`config.mk`:
```
export PLATFORM = sky130hd
export DESIGN_NAME = adcc_top
export DESIGN_NICKNAME = d
export VERILOG_FILES = /design/src/verilog/adcc_pkg.sv /design/src/verilog/adcc_top.sv
export SDC_FILE = /design/constraint.sdc
export NUM_CORES = 1
export LEC_CHECK = 0
export BUFFER_PORTS_ARGS = -buffer_cell sky130_fd_sc_hd__buf_2
export CAP_MARGIN = 5
export CORE_AREA = 2 2 91 93
export DETAILED_ROUTE_END_ITERATION = 12
export DIE_AREA = 0 0 93 95
export PLACE_DENSITY_LB_ADDON = 0.12
export SETUP_SLACK_MARGIN = 0.5
export SYNTH_ARGS = -nofsm -noshare
export SYNTH_HDL_FRONTEND = slang
export SYNTH_SLANG_ARGS = --single-unit
export TNS_END_PERCENT = 20
```
`constraint.sdc`:
```
create_clock -name pclk -period 3 [get_ports pclk]
set_input_delay 0.15 -clock pclk [delete_from_list [all_inputs] [get_ports pclk]]
set_output_delay 0.15 -clock pclk [all_outputs]
set_load 0.02 [all_outputs]
```
`src/verilog/adcc_pkg.sv`:
```
// Package for the converter control block: offsets, fields, constants
package adcc_pkg;
   // Register byte offsets on APB
   localparam logic [7:0] ADCC_CTRL_OFF = 8'h00;
   localparam logic [7:0] ADCC_RESULT_OFF = 8'h04;
   localparam logic [7:0] ADCC_IRQ_STAT_OFF = 8'h08;
   localparam logic [7:0] ADCC_IRQ_CLR_OFF = 8'h0C;
   localparam logic [7:0] ADCC_IRQ_EN_OFF = 8'h10;
   localparam logic [7:0] ADCC_CLKDIV_OFF = 8'h14;
   // Control field positions
   localparam int ADCC_JUSTIFY_BIT = 7;
   localparam int ADCC_REFSEL_BIT = 6;
   localparam int ADCC_UNUSED_BIT = 5;
   localparam int ADCC_CHAN_LSB = 2;
   localparam int ADCC_GO_BIT = 1;
   localparam int ADCC_POWER_BIT = 0;
   // Values after reset
   localparam logic [7:0] ADCC_CTRL_RST = 8'h00;
   localparam logic [7:0] ADCC_CLKDIV_RST = 8'h03;
   // Writable control bits (bit 5 and go handled apart)
   localparam logic [7:0] ADCC_CTRL_WMASK = 8'hDD;
   // Timing in conversion clock periods
   localparam logic [3:0] ADCC_CONV_PERIODS = 4'hB;
   localparam logic [3:0] ADCC_ABORT_PERIODS = 4'h2;

   typedef enum logic [1:0]
   {
      ADCC_IDLE = 2'b00,
      ADCC_CONV = 2'b01,
      ADCC_HOLD = 2'b10
   } adcc_state_e;

   // Signals toward the analog core
   typedef struct packed
   {
      logic power_on;
      logic ref_external;
      logic [2:0] channel;
      logic sample;
   } adcc_analog_s;
endpackage

```
`src/verilog/adcc_top.sv`:
```
// Converter control register with APB slave, sequencer and interrupt
`timescale 1ns/10ps
module adcc_top
   import adcc_pkg::*;
#(
   parameter int RES_W = 10
)
(
   // Clock and reset
   input wire logic pclk,
   input wire logic presetn,
   // APB slave
   input wire logic psel,
   input wire logic penable,
   input wire logic pwrite,
   input wire logic [7:0] paddr,
   input wire logic [31:0] pwdata,
   output logic [31:0] prdata,
   output logic pready,
   output logic pslverr,
   // Analog core
   output adcc_analog_s analog,
   input wire logic [RES_W-1:0] core_result,
   // Interrupt
   output logic irq
);
   logic [7:0] ctrl_q, ctrl_d;
   logic [7:0] div_q, div_d;
   logic [7:0] tick_cnt_q, tick_cnt_d;
   logic [3:0] per_q, per_d;
   logic [RES_W-1:0] res_q, res_d;
   logic stat_q, stat_d;
   logic en_q, en_d;
   adcc_state_e st_q, st_d;
   logic [31:0] rdata_d;
   logic wr, rd, tick, hw_done, go_w1, go_w0, done_ok;
   logic [15:0] res_just;

   assign wr = psel & penable & pwrite;
   assign rd = psel & ~pwrite;
   assign pready = 1'b1;
   assign tick = (tick_cnt_q == div_q);
   assign go_w1 = wr && paddr == ADCC_CTRL_OFF && pwdata[ADCC_GO_BIT];
   assign go_w0 = wr && paddr == ADCC_CTRL_OFF && !pwdata[ADCC_GO_BIT];
   assign hw_done = (st_q == ADCC_CONV) && tick
      && (per_q == ADCC_CONV_PERIODS - 4'h1);
   // End counts only when no abort lands in the same cycle
   assign done_ok = hw_done && !go_w0 && ctrl_d[ADCC_POWER_BIT];

   // Result placement chosen by bit 7 only
   always_comb
   begin
      res_just = '0;
      if (ctrl_q[ADCC_JUSTIFY_BIT])
      begin
         res_just[RES_W-1:0] = res_q;
      end
      else
      begin
         res_just[15:16-RES_W] = res_q;
      end
   end

   // Sequencer, control register and conversion clock
   always_comb
   begin
      ctrl_d = ctrl_q;
      div_d = div_q;
      st_d = st_q;
      per_d = per_q;
      res_d = res_q;
      tick_cnt_d = tick ? 8'h00 : tick_cnt_q + 8'h01;
      if (wr && paddr == ADCC_CTRL_OFF)
      begin
         // Bit 5 never stored, bit 1 handled by sequencer
         ctrl_d = (ctrl_q & ~ADCC_CTRL_WMASK)
            | (pwdata[7:0] & ADCC_CTRL_WMASK);
      end
      if (wr && paddr == ADCC_CLKDIV_OFF)
      begin
         div_d = pwdata[7:0];
      end
      unique case (st_q)
         ADCC_IDLE:
         begin
            if (go_w1 && ctrl_d[ADCC_POWER_BIT])
            begin
               st_d = ADCC_CONV;
               per_d = 4'h0;
               tick_cnt_d = 8'h00;
               ctrl_d[ADCC_GO_BIT] = 1'b1;
            end
         end
         ADCC_CONV:
         begin
            if (go_w0 || !ctrl_d[ADCC_POWER_BIT])
            begin
               // Abort: result untouched, wait before resuming
               st_d = ADCC_HOLD;
               per_d = 4'h0;
               ctrl_d[ADCC_GO_BIT] = 1'b0;
            end
            else if (hw_done)
            begin
               st_d = ADCC_IDLE;
               res_d = core_result;
               ctrl_d[ADCC_GO_BIT] = 1'b0;
            end
            else if (tick)
            begin
               per_d = per_q + 4'h1;
            end
         end
         ADCC_HOLD:
         begin
            if (tick && per_q == ADCC_ABORT_PERIODS - 4'h1)
            begin
               st_d = ADCC_IDLE;
            end
            else if (tick)
            begin
               per_d = per_q + 4'h1;
            end
         end
         default:
         begin
            st_d = ADCC_IDLE;
         end
      endcase
   end

   // Sticky complete flag, set wins over clear
   always_comb
   begin
      en_d = en_q;
      stat_d = stat_q;
      if (wr && paddr == ADCC_IRQ_EN_OFF)
      begin
         en_d = pwdata[0];
      end
      if (wr && paddr == ADCC_IRQ_CLR_OFF && pwdata[0])
      begin
         stat_d = 1'b0;
      end
      if (done_ok)
      begin
         stat_d = 1'b1;
      end
   end

   // Read mux
   always_comb
   begin
      rdata_d = 32'h0000_0000;
      if (rd)
      begin
         unique case (paddr)
            ADCC_CTRL_OFF: rdata_d[7:0] = ctrl_q;
            ADCC_RESULT_OFF: rdata_d[15:0] = res_just;
            ADCC_IRQ_STAT_OFF: rdata_d[0] = stat_q;
            ADCC_IRQ_EN_OFF: rdata_d[0] = en_q;
            ADCC_CLKDIV_OFF: rdata_d[7:0] = div_q;
            default: rdata_d = 32'h0000_0000;
         endcase
      end
   end

   always_ff @(posedge pclk or negedge presetn)
   begin
      if (!presetn)
      begin
         ctrl_q <= ADCC_CTRL_RST;
         div_q <= ADCC_CLKDIV_RST;
         tick_cnt_q <= 8'h00;
         per_q <= 4'h0;
         res_q <= '0;
         st_q <= ADCC_IDLE;
         stat_q <= 1'b0;
         en_q <= 1'b0;
         prdata <= 32'h0000_0000;
      end
      else
      begin
         ctrl_q <= ctrl_d;
         div_q <= div_d;
         tick_cnt_q <= tick_cnt_d;
         per_q <= per_d;
         res_q <= res_d;
         st_q <= st_d;
         stat_q <= stat_d;
         en_q <= en_d;
         if (psel && !penable)
         begin
            prdata <= rdata_d;
         end
      end
   end

   assign pslverr = 1'b0;
   assign irq = stat_q & en_q;
   // Signals toward the analog core
   always_comb
   begin
      analog.power_on = ctrl_q[ADCC_POWER_BIT];
      analog.ref_external = ctrl_q[ADCC_REFSEL_BIT];
      analog.channel = ctrl_q[ADCC_CHAN_LSB+2:ADCC_CHAN_LSB];
      // Sampling while idle and powered, also after abort wait
      analog.sample = ctrl_q[ADCC_POWER_BIT] && st_q == ADCC_IDLE;
   end
endmodule

```
# Word-level counts from Yosys, hierarchy flattened
# Index checks and enable logic that the tools add are counted.
# word_totals
out_inout_bits	41
ff_bits	74
word_cells	89
# classes
eq_ne	15
muxes	28
reduce_logical	27
addsub	2
n_bitwise	7
# ops
operator	n
two-way mux 8 bit	4
two-way mux 4 bit	6
case mux 7 bit (3 select lines)	1
equality test 8 x 4 -> 1 bit, second input constant	2
equality test 8 x 5 -> 1 bit, second input constant	2
two-way mux 16 bit	1
logical AND 1 bit	15
two-way mux 6 bit	2
case mux 4 bit (3 select lines)	1
two-way mux 2 bit	5
adder 8 x 1 -> 8 bit, second input constant	1
equality test 8 x 3 -> 1 bit, second input constant	1
equality test 8 bit	1
logical NOT 8 bit	1
bitwise OR 6 x 8 -> 8 bit	1
inequality test 2 bit, second input constant	3
inequality test 3 x 2 -> 1 bit, second input constant	2
case mux 2 bit (3 select lines)	1
AND reduction 3 bit	2
two-way mux 1 bit	5
case mux 1 bit (5 select lines)	1
adder 4 x 1 -> 4 bit, second input constant	1
AND 1 bit	4
equality test 4 x 1 -> 1 bit, second input constant	1
other kinds (11)	15

# Logic depth before layout (Yosys ltp)
# Gate-level depths: netlist of run 1.
# logic_depth
depth_word	8
ltp_mapped	8
depth_no_buf	8

# Worst setup path before layout of run 1
# OpenSTA, ideal clock, no wires.
# synth_timing
path_type	register -> register
startpoint	register div_q[0]
endpoint	register ctrl_q[1]
required_ns	2.879
path_buffers	0
synth_period_minus_slack_ns	2.026
t_arrival_ns	1.905
slack_ns	0.974
path_stages_with_launch	7
path_cell_list	dfstp_2 xnor2_1 nand4_1 nor3_1 a31oi_1 or3b_2 a22o_1
# synth_via
elab_chain_len	6
# synth_rtl
element	line_no	rtl
from (decl)	adcc_top.sv:28	logic [7:0] div_q, div_d;
from (signal assigned)	adcc_top.sv:185	div_q <= div_d;
equality test 8 bit	adcc_top.sv:42	assign tick = (tick_cnt_q == div_q);
logical AND 1 bit	adcc_top.sv:45	assign hw_done = (st_q == ADCC_CONV) && tick
logical AND 1 bit	adcc_top.sv:46	&& (per_q == ADCC_CONV_PERIODS - 4'h1);
two-way mux 1 bit	adcc_top.sv:103	else if (hw_done)
two-way mux 1 bit	adcc_top.sv:96	if (go_w0 || !ctrl_d[ADCC_POWER_BIT])
case mux 1 bit (2 select lines)	adcc_top.sv:83	unique case (st_q)
to (signal assigned)	adcc_top.sv:184	ctrl_q <= ctrl_d;
to (decl)	adcc_top.sv:27	logic [7:0] ctrl_q, ctrl_d;
# Every way passes these cells.
# A chain may end at the register's enable or synchronous reset.

# Worst setup path in the final report of run 1
# Ends and elaborated chain as after synthesis.

==> results.md, run 1 <==
* Internal Power at 1.55 mW
* Die W at approximately 93 microns
* Crit-path max cell delay at 0.57 ns
* Flop2flop setup slack at between 0.6 and 0.7 ns
* RSZ-0062 raised after global routing: yes
* FF+latch count, synth at 57
* Initial antenna violation count at 0
* Initial DRC count at 90
* Avg Inst Size Synth at 10.4 sq um
* Clk sinks at 57
* Share of cells above drive strength 1 at roughly 30%
* Commonest non-fill, non-tap cell in the layout: dfrtp_1
* Post-synthesis cell count at approximately 300
* Vias in the first global route at around 2300
* ANT cells at 0
* Logic pwr share at between 20% and 30%
* Core area at roughly 7900 sq um
* Tot GR Track Use at around 17%
* Transition time of the tightest slew-check pin at about 1.1 ns
* Post-synthesis sequential area ratio at between 40% and 50%
* WL final at 7.04 mm
* Port-buffer cells at 53
* Pre-CTS WS at between 0.3 and 0.4 ns
* H-tree Lvls at 3
* DRT Pass-1 Iters at 4
* Max cap viols at 0
* Vias per std cell at 5.04
* Worst path cell trace: xnor2_1, nand4_1, nor3_1, a31oi_1, or3b_2, a22o_1
* Post-synth EDFFs at 0
* Clock slew at reported path FFs at about 0.08 ns
* Post-layout worst setup margin at 0.628 ns
* Clock root buffer: clkbuf_8
* Reg2reg path depth at 6
* Psw at ~0.68 mW
* Crit path capture type: flop
* Synth warn at 0
* Period utilization at 79.1%
* Distinct cells, synth at between 40 and 50
* Slew HR at between 20% and 30%
* Cts bufs inserted at 9
* Routed length per placed instance at 15.5 microns
* Core Util, Final at a little under half
* Switching Fraction at 30.4%
* Die Ht at about 95 microns
* Crit start category: flop
* Setup TNS Final at 0 ns
* Status: completed
* Flop pwr share at about two fifths
* CP max FO at 6
* First-pass GRT wire length at between 10 and 15 mm
* Final HPWL DP at 5.11 mm
* # IOs at 96
* Final setup viols at 0
* Max-slew violations at 0
* Hold crit path type: in2async
* Via count at 2291
* DIE AREA at 8840 sq um
* Hold slack at approximately 0.008 ns
* CP max stage cell: dfstp_2
* CTS max path bufs at 2
* Area growth, synth to finish at 16.7%
* GRT overflow at 0
* Pwr Density at 619 nW/um^2
* Reg-to-reg startpoint: div_q[0]
* Clk_lat worst skew at 0.34 ns
* Static Leak at 1.76 nW
* Post-CTS Hold Fix Bufs at 0
* Mapped cell area at about 3100 sq um
* F_max at around 420 MHz
* Crit path required time at 3.23 ns
* R2r endpoint: ctrl_q[1]
* Peak VDD IR at ~0.00024 V
* Nets at 408
* Final RePlAce weighted congestion at 0.827
* Final min period at approximately 2.4 ns
* Largest net degree at the start of global routing at between 40 and 50
* Critical path type: reg2reg
* Row count at 33
* Ys flop type: dfrtp_1
* Final hold vios at 0
* Antenna Violating Nets Remaining at 0
* DRC at 0
* Clock share of power at about two fifths
* Share of synthesized registers carrying an async set or reset at 100%
* Starting Density at a little under 40%
* Skew final at roughly 0.012 ns
* CTS tree: done
* Worst path arrival time at roughly 2.6 ns
* Power, Total at roughly 2.2 mW
* Most frequent cells in the layout: dfrtp_1 (55), buf_2 (53), mux2_2 (26)
-- per-layer routing --
metal	global-route usage (%)	wire (microns)	share of wire [%]	vias to the layer above
met4	7.72	119	1.7	0
met3	3.91	357	5.1	10
met2	26.4	3210	46	71
li1	-	-	-	1108
met1	23.0	3350	48	1102
met5	0	0	0	-
-- cell type report --
class	count	area (sq um)
well taps	105	131
clock inverters	7	125
fillers	783	4330
repair buffers	55	280
inverters	8	30.0
clock buffers	9	124
flip-flops and latches	57	1430
multi-input cells	214	1470
-- worst max-delay path, delay by kind of cell, from the launching register on --
kind | cells | cell delay (ns)
and+or+nand+nor | 3 | 1.17
DFF | 1 | 0.57
AOI/OAI and AO/OA | 2 | 0.40
xor gates and xnor gates | 1 | 0.12
-- synthesized netlist by cell type, drive strengths merged, types with 2 or more instances --
cell type / number / area [sq um]
xnor2: 9 / 78.8
and2: 3 / 18.8
nand3: 12 / 60.1
a41oi: 3 / 26.3
conb: 2 / 7.51
o31ai: 5 / 37.5
o41ai: 2 / 25.0
o21ai: 19 / 95.1
clkbuf: 8 / 30.0
ha: 8 / 100
o21a: 2 / 15.0
a22oi: 7 / 57.6
nor2: 22 / 82.6
xor2: 5 / 43.8
a22o: 9 / 78.8
mux2: 26 / 293
dfrtp: 55 / 1380
inv: 8 / 30.0
mux2i: 4 / 40.0
nand2b: 4 / 25.0
nand2: 24 / 90.1
a21oi: 8 / 40.0
dfstp: 2 / 52.6
and3: 3 / 18.8
nor2b: 4 / 25.0
nand4: 5 / 37.5
buf: 25 / 181
-- how the worst max path moves through the flow --
| stage | start | to | slack [ns] |
|---|---|---|---|
| after floorplan | div_q[0] | ctrl_q[1] | 0.97 |
| after global placement | paddr[7] | res_q[9] | 0.39 |
| after detailed placement | paddr[7] | res_q[3] | 0.36 |
| after CTS | div_q[0] | res_q[6] | 0.53 |
| after global routing | div_q[0] | ctrl_q[1] | 0.46 |
| final | div_q[0] | ctrl_q[1] | 0.63 |
-- logic make-up after synthesis --
family / after synthesis / synth area share [%]
xor gates and xnor gates: 14 / 3.98
adders and majority gates: 8 / 3.25
and+or+nand+nor: 86 / 14.3
DFF: 57 / 46.4
AOI/OAI and AO/OA: 58 / 13.2
other: 2 / 0.244
buffers and inverters: 41 / 7.84
muxes: 30 / 10.8
-- state kept, by name (all words and copies together) (netlist names) --
register,cells
div_q,8
per_q,4
res_q,10
en_q,1
tick_cnt_q,8
prdata,16
st_q,2
ctrl_q,7
stat_q,1
-- power by group through the flow --
stage / Combinational (mW) / Sequential [mW] / Clock, mW
finish: 0.460 / 0.863 / 0.901
global route: 0.521 / 0.872 / 0.965
CTS: 0.461 / 0.865 / 0.928
detailed placement: 0.458 / 0.879 / 0
global placement: 0.458 / 0.877 / 0
floorplan: 0.365 / 0.863 / 0
-- per-stage QoR --
stage | std cells | instance area, sq um
finish | 455 | 3590
global route | 455 | 3590
CTS | 455 | 3590
detailed placement | 439 | 3340
global placement | 439 | 3340
floorplan | 312 | 3140
-- timing repair --
action | in CTS | in global routing
resized for setup | 0 | 1
setup buffers | 0 | 0
setup endpoints to repair | 0 | 12
Note: power is estimated with default switching activity, not from simulation.
==> run 2: changes to the inputs <==
--- a/config.mk
+++ b/config.mk
@@ -5,11 +5,12 @@
 export SDC_FILE = /design/constraint.sdc
 export NUM_CORES = 1
 export LEC_CHECK = 0
+export ABC_AREA = 1
 export BUFFER_PORTS_ARGS = -buffer_cell sky130_fd_sc_hd__buf_2
 export CAP_MARGIN = 5
-export CORE_AREA = 2 2 91 93
+export CORE_AREA = 2 2 94 96
 export DETAILED_ROUTE_END_ITERATION = 12
-export DIE_AREA = 0 0 93 95
+export DIE_AREA = 0 0 96 98
 export PLACE_DENSITY_LB_ADDON = 0.12
 export SETUP_SLACK_MARGIN = 0.5
 export SYNTH_ARGS = -nofsm -noshare
==> constraint.sdc (replaced) <==
create_clock -name pclk -period 2.3 [get_ports pclk]
set_input_delay 0.115 -clock pclk [delete_from_list [all_inputs] [get_ports pclk]]
set_output_delay 0.115 -clock pclk [all_outputs]
set_load 0.02 [all_outputs]
==> results.md, run 2 <==
* Status: completed
* Reg-to-reg startpoint: div_q[0]
* Hold crit path type: in2reg
* Most frequent cell after synthesis: nand2_1
* Via count at 2725 (+19%)
* Critical path type: reg2reg
* Worst path arrival time at 1.93 ns (-0.67 ns)
* Die W at 96 microns (+3.2%)
* Hold slack at 0.00581 ns (-0.00214 ns)
* Fin cells at 597 (+31%)
* Min-delay src: core_result[4]
* Area contributors post-synth: dfrtp_1 (42%), nand2_1 (14%), inv_1 (6.6%)
* Initial DRC count at 100 (+11%)
* Tot GR Track Use at 17.0% (-0.11 points)
* Final hold vios at 0 (unchanged)
* Share of synthesized registers carrying an async set or reset at 100% (unchanged)
* CP max stage cell: dfstp_2
* CP max FO at 6 (unchanged)
* Crit-path max cell delay at 0.54 ns (-0.03 ns)
* Transition time of the tightest slew-check pin at 0.640 ns (-0.441 ns)
* Worst path most repeated cell: nand2_1
* Period utilization at 72.4% (-6.7 points)
* GRT overflow at 0 (unchanged)
* Skew final at 0.00783 ns (-0.00406 ns)
* Top post-synthesis cells by count: nand2_1 (120), inv_1 (57), dfrtp_1 (55)
* Avg Inst Size Synth at 7.78 sq um (-25%)
* Clk_lat worst skew at 0.34 ns (about the same)
* DRC at 0 (unchanged)
* Commonest non-fill, non-tap cell in the layout: nand2_1
* RSZ-0062 raised after global routing: no
* Ys flop type: dfrtp_1
* Placed cells at 567 (+29%)
* Regs by FF count: prdata (16), res_q (10)
* First-pass GRT wire length at 12.5 mm (+8.9%)
* Antenna Violating Nets Remaining at 0 (unchanged)
* Worst path cell trace: inv_2, nand2_1, nand2_1, nor2_1, nand2_1, nor2_4, nand3_4, clkinv_8, buf_12, nand2_1, o21ai_1
* Post-synthesis sequential area ratio at 43.9% (-2.5 points)
* Clock root buffer: clkbuf_8
* Row count at 34 (+3.0%)
* Distinct cells, synth at 38 (-17%)
* Crit path required time at 2.56 ns (-0.67 ns)
* Starting Density at 38.4% (-0.43 points)
* Largest Register: prdata
* Fillers at 882 (+13%)
* WL final at 7.38 mm (+4.9%)
* Cell area after layout at 3910 sq um (+8.7%)
* Vias per std cell at 4.56 (-9.3%)
* Peak VDD IR at 0.000328 V (+35%)
* Largest delay share family, worst path: simple AND/OR/NAND/NOR gates
* Core area at 8470 sq um (+6.8%)
* Post-synth top area cell: dfrtp_1
* Clk sinks at 57 (unchanged)
* Max FFs per register at 16 (unchanged)
* Cts bufs inserted at 9 (unchanged)
* Die Ht at 98 microns (+3.2%)
* CP Buf/Inv Count at 3 (+3)
* F_max at 601 MHz (+43%)
* FF+latch count, synth at 57 (unchanged)
* H-tree Lvls at 3 (unchanged)
* Critical path startpoint: div_q[0]
* Routed length per placed instance at 12.4 microns (-20%)
* Crit path capture type: flop
* Synth top area share at 42.3% (-2.4 points)
* Pre-CTS WS at 0.482 ns (+0.121 ns)
* ANT cells at 0 (unchanged)
* Flop2flop setup slack at 0.64 ns (about the same)
* Post-synth EDFFs at 0 (unchanged)
* Max-slew violations at 0 (unchanged)
* Nets at 548 (+34%)
* Crit start category: flop
* Clock slew at reported path FFs at 0.07 ns (about the same)
* Largest net degree at the start of global routing at 33 (-31%)
* Share of cells above drive strength 1 at 21.5% (-9.1 points)
* Final min period at 1.66 ns (-0.708 ns)
* Max cap viols at 0 (unchanged)
* Pwr Density at 735 nW/um^2 (+19%)
* Final setup viols at 0 (unchanged)
* Most frequent cells in the layout: nand2_1 (118), inv_1 (55), dfrtp_1 (53), buf_2 (53), o21ai_0 (29)
* Post-layout worst setup margin at 0.636 ns (+0.00776 ns)
* Core Util, Final at 46.2% (+0.83 points)
* Synth warn at 0 (unchanged)
* CTS max path bufs at 2 (unchanged)
* Mapped cell area at 3250 sq um (+5.6%)
* Power, Total at 2.87 mW (+29%)
* Final HPWL DP at 5.53 mm (+8.3%)
* DIE AREA at 9410 sq um (+6.5%)
* # IOs at 96 (unchanged)
* Static Leak at 2.07 nW (+18%)
* Post-synthesis cell count at 418 (+41%)
* Port-buffer cells at 53 (unchanged)
* Area growth, synth to finish at 20.1%
* Dpl cell area at 3530 sq um (+5.7%)
* CTS tree: done
* Slew HR at 57.3% (+29 points)
* Vias in the first global route at 2608 (+15%)
* Setup TNS Final at 0 ns (unchanged)
* Final RePlAce weighted congestion at 0.779 (-5.7%)
* Initial antenna violation count at 0 (unchanged)
* DRT Pass-1 Iters at 4 (unchanged)
## run 2: cell types whose count changed after synthesis, sizes merged, moves of 7 or more
cell	previous run	this run
a22oi	7	0
o21ai	19	41
nor2	22	32
nand2	24	123
inv	8	61
nand3	12	25
xnor2	9	0
a22o	9	0
mux2	26	0
## run 2: per-layer routing
metal	wire length (microns)	share of wire, %	up-vias	global-route usage, %
li1	-	-	1423	-
met1	3410	46	1241	22.4
met2	3570	48	52	27.7
met3	288	3.9	9	3.24
met4	109	1.5	0	5.93
met5	0	0	-	0
## run 2: where the power goes
part	internal, mW	leakage (nW)	switching (mW)
Sequential	1.10	0.720	0.0961
Combinational	0.269	1.25	0.458
Clock	0.550	0.102	0.400
## run 2: worst min-delay path: stages
cell     delay (ns)
buf_2          0.08
nand2_1        0.04
o21ai_1        0.07
## run 2: final cells by class
cell class              instances  area (sq um)  area share, %
clock buffers                  12           155           3.97
flip-flops and latches         57          1430           36.6
clock inverters                 3          40.0           1.02
repair inverters                1          8.76          0.224
well taps                     108           135           3.46
repair buffers                 68           420           10.8
inverters                      61           241           6.18
multi-input cells             287          1480           37.8
## run 2: cells by family (layout without fill, tap and decap cells)
group                    after synthesis  in the layout  synth area share [%]
AO/OA/AOI/OAI                         64             64                  11.0
XOR/XNOR                               5              5                  1.35
AND/OR/NAND/NOR                      192            192                  26.9
buffers and inverters                 90            145                  13.5
adder cells (fa/ha/maj)                8              8                  3.08
flip-flops                            57             57                  43.9
other                                  2             18                 0.231
## run 2: what timing repair did
| item | 4_1_cts | 5_1_grt |
|---|---|---|
| setup buffers | 0 | 7 |
| endpoints found under the setup margin | 3 | 20 |
| hold endpoints to repair | 31 | 0 |
| hold buffers | 7 | 0 |
| cloned | 0 | 1 |
| pin swaps | 0 | 4 |
| gates resized for setup | 1 | 12 |
## run 2: final timing paths
check | end | cells past startpoint
min reg2reg | prdata[11] | 2
max reg2reg | res_q[4] | 11
min | res_q[4] | 3
min in group asynchronous | prdata[5] | 2
max in group asynchronous | div_q[1] | 3
max | res_q[4] | 11
==> run 3: changes to the inputs <==
--- a/config.mk
+++ b/config.mk
@@ -5,12 +5,12 @@
 export SDC_FILE = /design/constraint.sdc
 export NUM_CORES = 1
 export LEC_CHECK = 0
-export ABC_AREA = 1
+export ABC_AREA = 0
 export BUFFER_PORTS_ARGS = -buffer_cell sky130_fd_sc_hd__buf_2
 export CAP_MARGIN = 5
-export CORE_AREA = 2 2 94 96
+export CORE_AREA = 2 2 91 93
 export DETAILED_ROUTE_END_ITERATION = 12
-export DIE_AREA = 0 0 96 98
+export DIE_AREA = 0 0 93 95
 export PLACE_DENSITY_LB_ADDON = 0.12
 export SETUP_SLACK_MARGIN = 0.5
 export SYNTH_ARGS = -nofsm -noshare
==> constraint.sdc (replaced) <==
create_clock -name pclk -period 1.4 [get_ports pclk]
set_input_delay 0.07 -clock pclk [delete_from_list [all_inputs] [get_ports pclk]]
set_output_delay 0.07 -clock pclk [all_outputs]
set_load 0.02 [all_outputs]
==> results.md, run 3 (synthesis results as in run 1) <==
* Met3 Use GR at 4.79% (+1.5 points)
* Clk sinks at 57 (unchanged)
* DRT Pass-1 Iters at 4 (unchanged)
* FF+latch area at 1430 sq um (unchanged)
* Share of cells above drive strength 1 at 48.4% (+27 points)
* Cts bufs inserted at 9 (unchanged)
* Max FFs per register at 16 (unchanged)
* Transition time of the tightest slew-check pin at 0.545 ns (-0.0951 ns)
* Port-buffer cells at 53 (unchanged)
* Core Util, Final at 59.8% (+14 points)
* First-pass GRT wire length at 13.4 mm (+7.3%)
* H-tree Lvls at 3 (unchanged)
* DRC at 0 (unchanged)
* Hold Path Stages at 3 (unchanged)
* Internal Power at 3.77 mW (+96%)
* Vias in the first global route at 2711 (+3.9%)
* WL final at 8.05 mm (+9.0%)
* Multi-input gate area at 1730 sq um (+17%)
* Critical path type: reg2reg
* # IOs at 96 (unchanged)
* Fillers at 682 (-23%)
* Crit path required time at 1.63 ns (-0.93 ns)
* Crit start category: flop
* Gr busiest metal: met2
* Clock share of power at 31.5% (-1.6 points)
* RSZ-0062 raised after global routing: yes
* Placed cells at 507 (-11%)
* Peak VDD IR at 0.000589 V (+80%)
* Failing checks: setup timing
* F_max at 506 MHz (-16%)
* Final HPWL DP at 5.63 mm (+1.7%)
* Tot GR Track Use at 20.0% (+3.0 points)
* Final hold vios at 0 (unchanged)
* Final setup viols at 27 (+27)
* Switching Fraction at 31.0% (-2.2 points)
* Initial DRC count at 94 (-6.0%)
* Fin cells at 541 (-9.4%)
* Reg2reg path depth at 7 (-4)
* CTS tree: done
* Routed length per placed instance at 14.9 microns (+20%)
* Largest net degree at the start of global routing at 47 (+42%)
* Via count at 2662 (-2.3%)
* Die Ht at 95 microns (-3.1%)
* Commonest non-fill, non-tap cell in the layout: buf_4
* Logic pwr share at 35.5% (+10 points)
* CP max FO at 11 (+5)
* Pwr Density at 1150 nW/um^2 (+57%)
* Slew HR at 63.2% (+5.9 points)
* Worst path arrival time at 2.20 ns (+0.27 ns)
* Grt met2 use at 31.7% (+4.0 points)
* Hold crit path type: in2reg
* Power, Total at 5.46 mW (+90%)
* Post-layout worst setup margin at -0.575 ns (-1.21 ns)
* Skew final at 0.00884 ns (+0.00100 ns)
* Psw at 1.69 mW (+77%)
* Core area at 7930 sq um (-6.4%)
* Cell area after layout at 4740 sq um (+21%)
* Nets at 494 (-9.9%)
* DIE AREA at 8840 sq um (-6.1%)
* Most frequent cells in the layout: buf_4 (56), dfrtp_1 (53), buf_6 (36)
* Area growth, synth to finish at 53.8%
* ANT cells at 0 (unchanged)
* Starting Density at 38.9% (+0.43 points)
* Largest Register: prdata
* Clk_lat worst skew at 0.34 ns (about the same)
* Clock root buffer: clkbuf_8
* Max cap viols at 0 (unchanged)
* Regs by FF count: prdata (16), res_q (10)
* CTS max path bufs at 2 (unchanged)
* Max-slew violations at 0 (unchanged)
* Dpl cell area at 3900 sq um (+10%)
* Final RePlAce weighted congestion at 0.818 (+5.0%)
* Setup TNS Final at -11.38 ns (-11.38 ns)
* Status: complete, but fails checks
* GRT overflow at 0 (unchanged)
* Period utilization at 141% (+69 points)
* GR Util met1 at 26.6% (+4.3 points)
* Clock slew at reported path FFs at 0.07 ns (about the same)
* Vias per std cell at 4.92 (+7.8%)
* Final min period at 1.97 ns (+0.311 ns)
* Crit path capture type: flop
* Antenna Violating Nets Remaining at 0 (unchanged)
* Row count at 33 (-2.9%)
* Initial antenna violation count at 0 (unchanged)
* Die W at 93 microns (-3.1%)
* Static Leak at 2.29 nW (+11%)
* Flop pwr share at 33.0% (-8.6 points)
[run 3: changes by cell type in the layout (fill, tap and decap cells not counted), sizes merged, moves of 10 or more]
| cell | previous run | this run |
|---|---|---|
| nor2 | 32 | 22 |
| inv | 61 | 9 |
| nand3 | 25 | 12 |
| nand2 | 123 | 24 |
| mux2 | 0 | 26 |
| dlygate4sd3 | 7 | 17 |
| buf | 61 | 124 |
| o21ai | 41 | 19 |
[run 3: worst max-delay path: stages (launching register included)]
cell and delay [ns]:
dfstp_2 0.54, xnor2_1 0.11, nand4_1 0.13, or4_4 0.46, nor2_4 0.12, o21ai_2 0.08, buf_12 0.17, mux2_2 0.27
[run 3: final timing paths]
kind / from / endpoint / slack [ns]
worst min-delay path: pwrite / prdata[0] / 0.05
max in group asynchronous: presetn / div_q[1] / 0.63
worst min register to register: prdata[8] / prdata[8] / 0.51
min in group asynchronous: presetn / ctrl_q[1] / 0.16
worst max-delay path: div_q[1] / res_q[6] / -0.57
worst max register to register: div_q[1] / res_q[6] / -0.57
[run 3: metrics by stage]
| stage | setup slack [ns] | hold WS (ns) |
|---|---|---|
| after detailed placement | -0.603 | -0.00395 |
| after global routing | -0.699 | 0.0506 |
| after floorplan | -0.558 | -0.226 |
| final | -0.575 | 0.0511 |
| after CTS | -0.571 | 0.0337 |
| after global placement | -0.570 | -0.00616 |
[run 3: metal layers]
| metal | vias up | routed length, microns |
|---|---|---|
| met5 | - | 0 |
| met4 | 0 | 141 |
| met3 | 17 | 338 |
| met2 | 71 | 3820 |
| met1 | 1294 | 3750 |
| li1 | 1280 | - |
[run 3: cell type report]
| class | count | area share [%] |
|---|---|---|
| Clock inverter | 7 | 1.98 |
| Multi-Input combinational cell | 214 | 36.4 |
| Clock buffer | 9 | 2.61 |
| Inverter | 8 | 0.634 |
| Sequential cell | 57 | 30.2 |
| Tap cell | 105 | 2.77 |
| Timing Repair Buffer | 141 | 25.3 |
[run 3: what timing repair did]
| item | CTS | global route |
|---|---|---|
| pin swaps | 43 | 36 |
| hold endpoints to repair | 76 | 0 |
| hold buffers | 17 | 0 |
| gates resized for setup | 113 | 17 |
| endpoints found under the setup margin | 80 | 80 |
| buffers inserted | 1 | 0 |
[run 3: power by group through the flow]
stage	Clock [mW]	Combinational (mW)	Sequential, mW
after global routing	1.83	2.13	1.81
after global placement	0	1.61	1.83
final	1.72	1.94	1.80
after CTS	1.76	1.88	1.80
after floorplan	0	0.811	1.85
after detailed placement	0	1.61	1.83
